**src/logic/evp_pkg.sv**
```systemverilog
// Purpose: Shared constants and types of the exception vector prioritizer
// Assumes: 16-bit vector addresses, 8-bit register port
// Notes:   All offsets are low bytes added to the vector base

package evp_pkg;

  // Sizes
  localparam int NUM_IRQ = 57;
  localparam int IDX_W   = 6;
  localparam int DATA_W  = 8;
  localparam int ADDR_W  = 4;

  // Vector base
  localparam logic [7:0] VBASE_RESET = 8'hFF;
  localparam logic [7:0] DEBUG_BASE  = 8'hFF;
  localparam logic [7:0] VBASE_LOW   = 8'h00;

  // Offsets from the vector base
  localparam logic [7:0] OFS_SPURIOUS  = 8'h80;
  localparam logic [7:0] OFS_IRQ_FIRST = 8'h82;
  localparam logic [7:0] OFS_IRQ_LAST  = 8'hF2;
  localparam logic [7:0] OFS_XIRQ      = 8'hF4;
  localparam logic [7:0] OFS_SWI       = 8'hF6;
  localparam logic [7:0] OFS_TRAP      = 8'hF8;

  // Fixed reset vectors
  localparam logic [15:0] VEC_RST_MAIN   = 16'hFFFE;
  localparam logic [15:0] VEC_RST_CLKMON = 16'hFFFC;
  localparam logic [15:0] VEC_RST_WDOG   = 16'hFFFA;

  // Register map
  localparam logic [ADDR_W-1:0] REG_VBASE  = 4'h0;
  localparam logic [ADDR_W-1:0] REG_STATUS = 4'h1;

  // Status register fields
  localparam int ST_GRANT_LSB = 0;
  localparam int ST_WAKE_BIT  = 3;
  localparam int ST_PEND_BIT  = 4;

  typedef enum logic [1:0] {
    ST_RUN   = 2'b01,
    ST_SLEEP = 2'b10
  } evp_state_type;

  typedef enum logic [1:0] {
    RS_MAIN   = 2'h0,
    RS_CLKMON = 2'h1,
    RS_WDOG   = 2'h2
  } evp_rsrc_type;

  typedef enum logic [2:0] {
    G_NONE  = 3'h0,
    G_SPUR  = 3'h1,
    G_IRQ   = 3'h2,
    G_XIRQ  = 3'h3,
    G_SWI   = 3'h4,
    G_TRAP  = 3'h5,
    G_RESET = 3'h6
  } evp_grant_type;

endpackage

```
**src/logic/evp_prio_if.sv**
```systemverilog
// Purpose: Carries request lines to the encoder and the winner back
// Assumes: Purely combinational path
// Notes:   Used only between the top and the encoder
`timescale 1ns/1ps

interface evp_prio_if;
  import evp_pkg::*;
  logic [NUM_IRQ-1:0] req;
  logic               hit;
  logic [IDX_W-1:0]   idx;
  modport enc  (input req, output hit, output idx);
  modport user (output req, input hit, input idx);
endinterface

```
**src/logic/evp_top.sv**
```systemverilog
// Purpose: Exception priority decoder and vector generator
// Assumes: Requests synchronous to clk; core gates its own mask flags
// Notes:   Vector answer stands one cycle after the request strobe
//
// What this block does
// - Vector base is register byte on top, zero byte below.
// - Spurious vector sits at base plus 0x80.
// - Maskable lines map to base plus 0x82 up to 0xF2.
// - One extended-mask request, vector at base plus 0xF4.
// - Software or debug entry request, vector at base plus 0xF6.
// - Unimplemented-opcode trap, vector at base plus 0xF8.
// - Reset vectors fixed at 0xFFFA to 0xFFFE, base not used.
// - Reset loads 0xFF into the vector base register.
// - In debug firmware mode the upper byte is forced to 0xFF.
// - Among pending requests the highest vector address wins.
// - Maskable line priority is fixed by its index.
// - Maskable served only if enabled, mask clear, no higher kind.
// - Non-maskable kinds always outrank maskable lines.
// - Extended-mask request is offered even during maskable service.
// - Winner is chosen when the core asks, not earlier.
// - Nothing pending at the ask gives the spurious vector.
// - In wait or stop a qualifying request raises wake.
// - Reset source picks 0xFFFE, 0xFFFC or 0xFFFA.
// - In low power, masked maskable lines do not wake.
// - Extended-mask request wakes even with its flag set.
//
// The address map and the strobed register port were left to the implementer.
`timescale 1ns/1ps

module evp_top
  import evp_pkg::*;
(
  input  wire logic               clk,
  input  wire logic               rst,
  input  wire logic [ADDR_W-1:0]  reg_addr,
  input  wire logic [DATA_W-1:0]  reg_wdata,
  input  wire logic               reg_wr,
  input  wire logic               reg_rd,
  output logic      [DATA_W-1:0]  reg_rdata,
  input  wire logic [NUM_IRQ-1:0] irq_req,
  input  wire logic               xirq_req,
  input  wire logic               software_exception,
  input  wire logic               debug_req,
  input  wire logic               trap_req,
  input  wire logic               core_imask,
  input  wire logic               core_xmask,
  input  wire logic               debug_firmware_mode,
  input  wire logic               lowpower_mode,
  input  wire logic               vec_req,
  input  wire logic               reset_vec_req,
  input  wire logic [1:0]         reset_source,
  output logic      [15:0]        vec_addr,
  output logic                    vec_valid,
  output logic                    int_pending,
  output logic                    wake
);

  logic [7:0]          vector_base_reg;
  logic [15:0]         vec_addr_reg;
  logic [15:0]         vec_addr_next;
  logic                vec_valid_reg;
  logic                int_pending_reg;
  logic                wake_reg;
  logic [DATA_W-1:0]   rdata_reg;
  evp_grant_type       grant_reg;
  evp_grant_type       grant_next;
  evp_state_type       state_reg;
  evp_state_type       state_next;

  logic [7:0]          base_now;
  logic                nonmask_pend;
  logic                xirq_ok;
  logic                irq_ok;
  logic                wake_qual;
  logic [7:0]          irq_ofs;

  evp_prio_if pif ();

  // Full 16-bit vector from an upper byte and an offset
  function automatic logic [15:0] vec_word(
    input logic [7:0] base,
    input logic [7:0] ofs
  );
    vec_word = {base, VBASE_LOW} | {8'h00, ofs};
  endfunction

  // Register read decode, used only by the read port
  function automatic logic [DATA_W-1:0] reg_view(
    input logic [ADDR_W-1:0] addr,
    input logic [7:0]        vbase,
    input logic [2:0]        grant,
    input logic              wk,
    input logic              pend
  );
    logic [DATA_W-1:0] v;
    v = '0;
    if (addr == REG_VBASE)
      v = vbase;
    else if (addr == REG_STATUS)
    begin
      v[ST_GRANT_LSB +: 3] = grant;
      v[ST_WAKE_BIT]       = wk;
      v[ST_PEND_BIT]       = pend;
    end
    reg_view = v;
  endfunction

  // Maskable lines go through the shared encoder
  assign pif.req = irq_req;

  evp_prio_enc u_enc (
    .pif (pif)
  );

  // Debug firmware overrides the programmed base
  assign base_now = debug_firmware_mode ? DEBUG_BASE
                                        : vector_base_reg;

  // Non-maskable kinds block every maskable line
  assign nonmask_pend = trap_req | software_exception | debug_req;

  // Extended-mask line is qualified only by its own flag
  assign xirq_ok = xirq_req & ~core_xmask;

  // Maskable line needs mask clear and no higher kind pending
  assign irq_ok = pif.hit & ~core_imask
                & ~nonmask_pend & ~xirq_req;

  // Even offset per line, fixed by index
  assign irq_ofs = OFS_IRQ_FIRST
                 + {1'b0, pif.idx, 1'b0};

  // Wake ignores the extended flag but honours the maskable flag
  assign wake_qual = xirq_req
                   | (pif.hit & ~core_imask);

  // Winner chosen from live requests at the ask
  always_comb
  begin
    vec_addr_next = vec_addr_reg;
    grant_next    = grant_reg;
    if (reset_vec_req)
    begin
      grant_next = G_RESET;
      unique case (reset_source)
        RS_CLKMON: vec_addr_next = VEC_RST_CLKMON;
        RS_WDOG:   vec_addr_next = VEC_RST_WDOG;
        default:   vec_addr_next = VEC_RST_MAIN;
      endcase
    end
    else if (vec_req)
    begin
      if (trap_req)
      begin
        vec_addr_next = vec_word(base_now, OFS_TRAP);
        grant_next    = G_TRAP;
      end
      else if (software_exception | debug_req)
      begin
        vec_addr_next = vec_word(base_now, OFS_SWI);
        grant_next    = G_SWI;
      end
      else if (xirq_ok)
      begin
        vec_addr_next = vec_word(base_now, OFS_XIRQ);
        grant_next    = G_XIRQ;
      end
      else if (irq_ok)
      begin
        vec_addr_next = vec_word(base_now, irq_ofs);
        grant_next    = G_IRQ;
      end
      else
      begin
        vec_addr_next = vec_word(base_now, OFS_SPURIOUS);
        grant_next    = G_SPUR;
      end
    end
  end

  // Vector answer, held until the next ask
  always_ff @(posedge clk or posedge rst)
  begin
    if (rst)
    begin
      vec_addr_reg <= VEC_RST_MAIN;
      grant_reg    <= G_NONE;
    end
    else
    begin
      vec_addr_reg <= vec_addr_next;
      grant_reg    <= grant_next;
    end
  end

  // One-cycle strobe beside a fresh vector
  always_ff @(posedge clk or posedge rst)
  begin
    if (rst)
      vec_valid_reg <= 1'b0;
    else
      vec_valid_reg <= vec_req | reset_vec_req;
  end

  // Tells the core that something would be served
  always_ff @(posedge clk or posedge rst)
  begin
    if (rst)
      int_pending_reg <= 1'b0;
    else
      int_pending_reg <= nonmask_pend | xirq_ok | irq_ok;
  end

  // Vector base register, writable at any time
  always_ff @(posedge clk or posedge rst)
  begin
    if (rst)
      vector_base_reg <= VBASE_RESET;
    else if (reg_wr && reg_addr == REG_VBASE)
      vector_base_reg <= reg_wdata;
  end

  // Read data stand one cycle, zero otherwise
  always_ff @(posedge clk or posedge rst)
  begin
    if (rst)
      rdata_reg <= '0;
    else if (reg_rd)
      rdata_reg <= reg_view(reg_addr, vector_base_reg, grant_reg,
                            wake_reg, int_pending_reg);
    else
      rdata_reg <= '0;
  end

  // Low-power tracking follows the core's mode level
  always_comb
  begin
    state_next = state_reg;
    unique case (state_reg)
      ST_RUN:   if (lowpower_mode)  state_next = ST_SLEEP;
      ST_SLEEP: if (!lowpower_mode) state_next = ST_RUN;
      default:  state_next = ST_RUN;
    endcase
  end

  always_ff @(posedge clk or posedge rst)
  begin
    if (rst)
      state_reg <= ST_RUN;
    else
      state_reg <= state_next;
  end

  // Wake level; needs clk running, so the gating cell
  // upstream must keep this block clocked while asleep
  always_ff @(posedge clk or posedge rst)
  begin
    if (rst)
      wake_reg <= 1'b0;
    else
      wake_reg <= (state_reg == ST_SLEEP)
                & lowpower_mode & wake_qual;
  end

  // Outputs straight from flops
  assign vec_addr    = vec_addr_reg;
  assign vec_valid   = vec_valid_reg;
  assign int_pending = int_pending_reg;
  assign wake        = wake_reg;
  assign reg_rdata   = rdata_reg;
endmodule // evp_top

```
**src/logic/evp_prio_enc.sv**
```systemverilog
// Purpose: Finds the highest numbered pending maskable line
// Assumes: Line i owns offset OFS_IRQ_FIRST plus twice i
// Notes:   Higher index means higher vector address, so it wins
`timescale 1ns/1ps

module evp_prio_enc
  import evp_pkg::*;
(
  evp_prio_if.enc pif
);

  logic [NUM_IRQ:0]  hit_chain;
  logic [IDX_W-1:0]  idx_chain [NUM_IRQ:0];

  // Chain runs from the top line downward
  assign hit_chain[NUM_IRQ] = 1'b0;
  assign idx_chain[NUM_IRQ] = '0;

  genvar i;
  generate
    for (i = 0; i < NUM_IRQ; i++)
    begin : g_stage
      assign hit_chain[i] = hit_chain[i+1] | pif.req[i];
      assign idx_chain[i] = hit_chain[i+1] ? idx_chain[i+1]
                                           : IDX_W'(i);
    end
  endgenerate

  assign pif.hit = hit_chain[0];
  assign pif.idx = idx_chain[0];

endmodule // evp_prio_enc

```
**config.mk**
```make
export PLATFORM = sky130hd
export DESIGN_NAME = evp_top
export DESIGN_NICKNAME = d
export VERILOG_FILES = /design/src/logic/evp_pkg.sv /design/src/logic/evp_prio_if.sv /design/src/logic/evp_top.sv /design/src/logic/evp_prio_enc.sv
export SDC_FILE = /design/constraint.sdc
export NUM_CORES = 1
export LEC_CHECK = 0
export BUFFER_PORTS_ARGS = -buffer_cell sky130_fd_sc_hd__buf_4
export CAP_MARGIN = 20
export CORE_AREA = 2 2 65 83
export DETAILED_ROUTE_END_ITERATION = 12
export DIE_AREA = 0 0 67 85
export PLACE_DENSITY = 0.91
export SLEW_MARGIN = 10
export SYNTH_ARGS = -nofsm -noshare
export SYNTH_HDL_FRONTEND = slang
export SYNTH_SLANG_ARGS = --single-unit
```
**constraint.sdc**
```tcl
create_clock -name clk -period 1.7 [get_ports clk]
set_clock_uncertainty 0.2 [all_clocks]
set_input_delay 0.17 -clock clk [delete_from_list [all_inputs] [get_ports clk]]
set_output_delay 0.17 -clock clk [all_outputs]
set_load 0.01 [all_outputs]
```
==> flow_metrics.tcl <==
set metrics [dict create \
    synth-edff-count 0 \
    cp-end-kind "register" \
    crit_chain "buf_6, or4_4, or3_4, or3_4, or3_4, o211ai_4, mux2i_2, ha_2, nor3b_2, xor2_1, a21oi_1" \
    power_density_nw_per_um2 636.3 \
    drive_above_1_share_pct 51.28 \
    synth_top_area_cell "dfstp_2" \
    die_w_um 67 \
    portBuffers 110 \
    yosysSeqAreaShare_pct 41.55 \
    rsz0062_at_grt "true" \
    dr_total_vias 2943 \
    worstSetupPathType "input pin to register" \
    hold_path_class "input pin to register" \
    status "complete, but fails checks" \
    syn_inst 275 \
    synth_ff_type "dfstp_2" \
    first_global_vias 3166 \
    switching_share_pct 26.11 \
    async_flop_share_pct 100.0 \
    rrSetupSlack_ns 0.45 \
    cpMostUsedCell "or3_4" \
    p_clk_share_pct 30.0 \
    p_int_uw 1953 \
    initial_core_util_pct 49.06 \
    hold_viol 0 \
    clock-sinks 39 \
    synth_nets 361 \
    cp_max_fo 2 \
    track_usage_pct 31.62 \
    start_kind "input pin" \
    combPwrFrac_pct 26.4 \
    die_height_um 85 \
    post_drt_wl_per_cell_um 15.89 \
    antenna_found_initial 0 \
    rows 29 \
    largest_reg_flops 15 \
    cts_tree "done" \
    total_power_uw 2643 \
    cp_slowest_stage_delay_ns 0.54 \
    drv_cap 0 \
    p_leak_uw 0.001921 \
    ys_top_cells_by_area "dfstp_2 26%, dfrtp_1 16%, nor2_1 6.2%, o21ai_0 4.8%, mux2_2 3.7%" \
    clockRootBuffer "clkbuf_8" \
    required_ns 1.72 \
    htreeDepth 2 \
    fmax_mhz 363.2 \
    post_synth.cell_area_avg_sq_um 8.804 \
    min_period_ns 2.754 \
    layout.nets 555 \
    grt_pass1_wl_um 13860 \
    crit_buf_inv 1 \
    critPathTopFamily "simple AND/OR/NAND/NOR gates" \
    synth_area_sq_um 2421 \
    yosysTopAreaCellShare_pct 26.05 \
    num_io_pins 112 \
    finalSetupViolCount 10 \
    p_sw_uw 689.9 \
    ys_top_cells_by_count "40 x nor2_1, 24 x dfstp_2, 23 x o21ai_0, 19 x nand2_1, 15 x dfrtp_1" \
    place_inst 504 \
    sequentialPowerShare_pct 43.6 \
    yosysWarnings 0 \
    clockBufferDepth 2 \
    gp_congestion 0.8296 \
    wl_um 8452 \
    grt.overflow.total 0 \
    area_growth_pct 71.52 \
    core_sq_um 4935 \
    synth_most_common_cell "nor2_1" \
    fin_cells 532 \
    drc_errors 0 \
    fillCellCount 296 \
    violations "setup timing" \
    path_clk_slew_ns 0.07 \
    ant_nets 0 \
    drv_slew 0 \
    finalCritPeriodShare_pct 162.0 \
    viasPerCell 5.532 \
    synth_seq_cells 39 \
    hpwl_um 6290 \
    cts_made_buffers 5 \
    firstDrtPassIters 5 \
    antennaDiodeCount 0 \
    setup_ws_ns -1.054 \
    first_iter_violations 120 \
    slowest_stage "or4_4" \
    ir_drop_v 0.0003448 \
    grt_max_degree 40 \
    die_area_sq_um 5695 \
    synth_cell_types 53 \
    clkLatencyLatePin_ns 0.29 \
    critPathArrivalTime_ns 2.78 \
]
[cell type report]
type / instances / area, sq um / share of cell area [%]
timing repair buffer: 193 / 1496 / 36.04
multi-input combinational: 217 / 1406 / 33.87
sequential: 39 / 1006 / 24.22
clock buffer: 6 / 82.58 / 1.989
tap: 62 / 77.57 / 1.868
inverter: 13 / 48.80 / 1.175
clock inverter: 2 / 35.03 / 0.8436
[layer usage]
| metal | vias to the layer above | wire (um) | GRT usage [%] |
|---|---|---|---|
| li1 | 1382 | - | - |
| met3 | 34 | 538 | 5.968 |
| met1 | 1394 | 2839 | 30.51 |
| met4 | 0 | 318 | 14.66 |
| met2 | 133 | 4756 | 61.39 |
| met5 | - | 0 | 0 |
[worst min-delay path, cell delays in order]
cell,delay [ns]
buf_4,0.10
a311oi_4,0.04
nor2_1,0.09
o21ai_1,0.06
[logic make-up (layout without fill, tap and decap cells)]
kind of cell / Yosys count / count (layout) / synth area share, %
AO/OA/AOI/OAI: 65 / 65 / 17.05
other: 1 / 1 / 0.1549
XOR/XNOR: 3 / 3 / 1.085
buffers and inverters: 19 / 214 / 3.463
AND/OR/NAND/NOR: 132 / 132 / 29.41
flip-flops: 39 / 39 / 41.55
multiplexers: 15 / 15 / 6.770
adder cells (fa/ha/maj): 1 / 1 / 0.5167
[path summary, 6_finish.rpt]
check                                         from            to  cells after the start
max in group asynchronous                      rst  state_reg[0]                      4
worst min-delay path                    core_imask  grant_reg[1]                      4
worst max-delay path                   irq_req[55]   vec_addr[5]                     11
worst min register to register         vec_addr[6]   vec_addr[6]                      1
worst max register to register  vector_base_reg[1]   vec_addr[9]                      3
min in group asynchronous                      rst     vec_valid                      4
[layout by cell type, fill, tap and decap left out, drive strengths merged, types with 2 or more instances in the layout]
cell,instances
a211oi,2
a21oi,14
a221oi,2
a31oi,4
and2,4
buf,177
clkbuf,6
dfrtp,15
dfstp,24
dlygate4sd3,16
inv,13
mux2,8
mux2i,7
nand2,19
nand2b,11
nand3,4
nand3b,2
nor2,40
nor2b,4
nor3,11
nor3b,3
nor4,10
o21a,2
o21ai,24
o221a,2
o22ai,3
o31ai,4
or3,15
or4,4
xor2,3
[per-stage QoR]
stage	util, %	cell area (sq um)	worst slack (ns)	hold WS (ns)	TNS (ns)
after floorplan	-	2430	-1.212	0.02520	-7.341
after global placement	76.42	3771	-1.300	0.1003	-9.609
after detailed placement	76.42	3771	-1.414	0.1103	-10.22
after CTS	83.39	4115	-1.071	0.005782	-7.227
after global routing	84.15	4153	-1.089	0.03988	-7.764
final	84.15	4153	-1.054	0.01651	-7.261
[power by group through the flow]
stage	Combinational, uW	Clock, uW	Sequential [uW]
detailed placement	628	0	1160
finish	697	793	1150
CTS	678	803	1150
global route	757	841	1160
global placement	596	0	1150
floorplan	250	0	1150
[what timing repair did]
item	CTS	global route
resized for setup	10	6
endpoints found under the setup margin	10	10
buffers inserted	3	3
pin swaps	11	10
endpoints found under the hold margin	31	0
hold buffers	16	0
(Power assumes the default switching activity.)
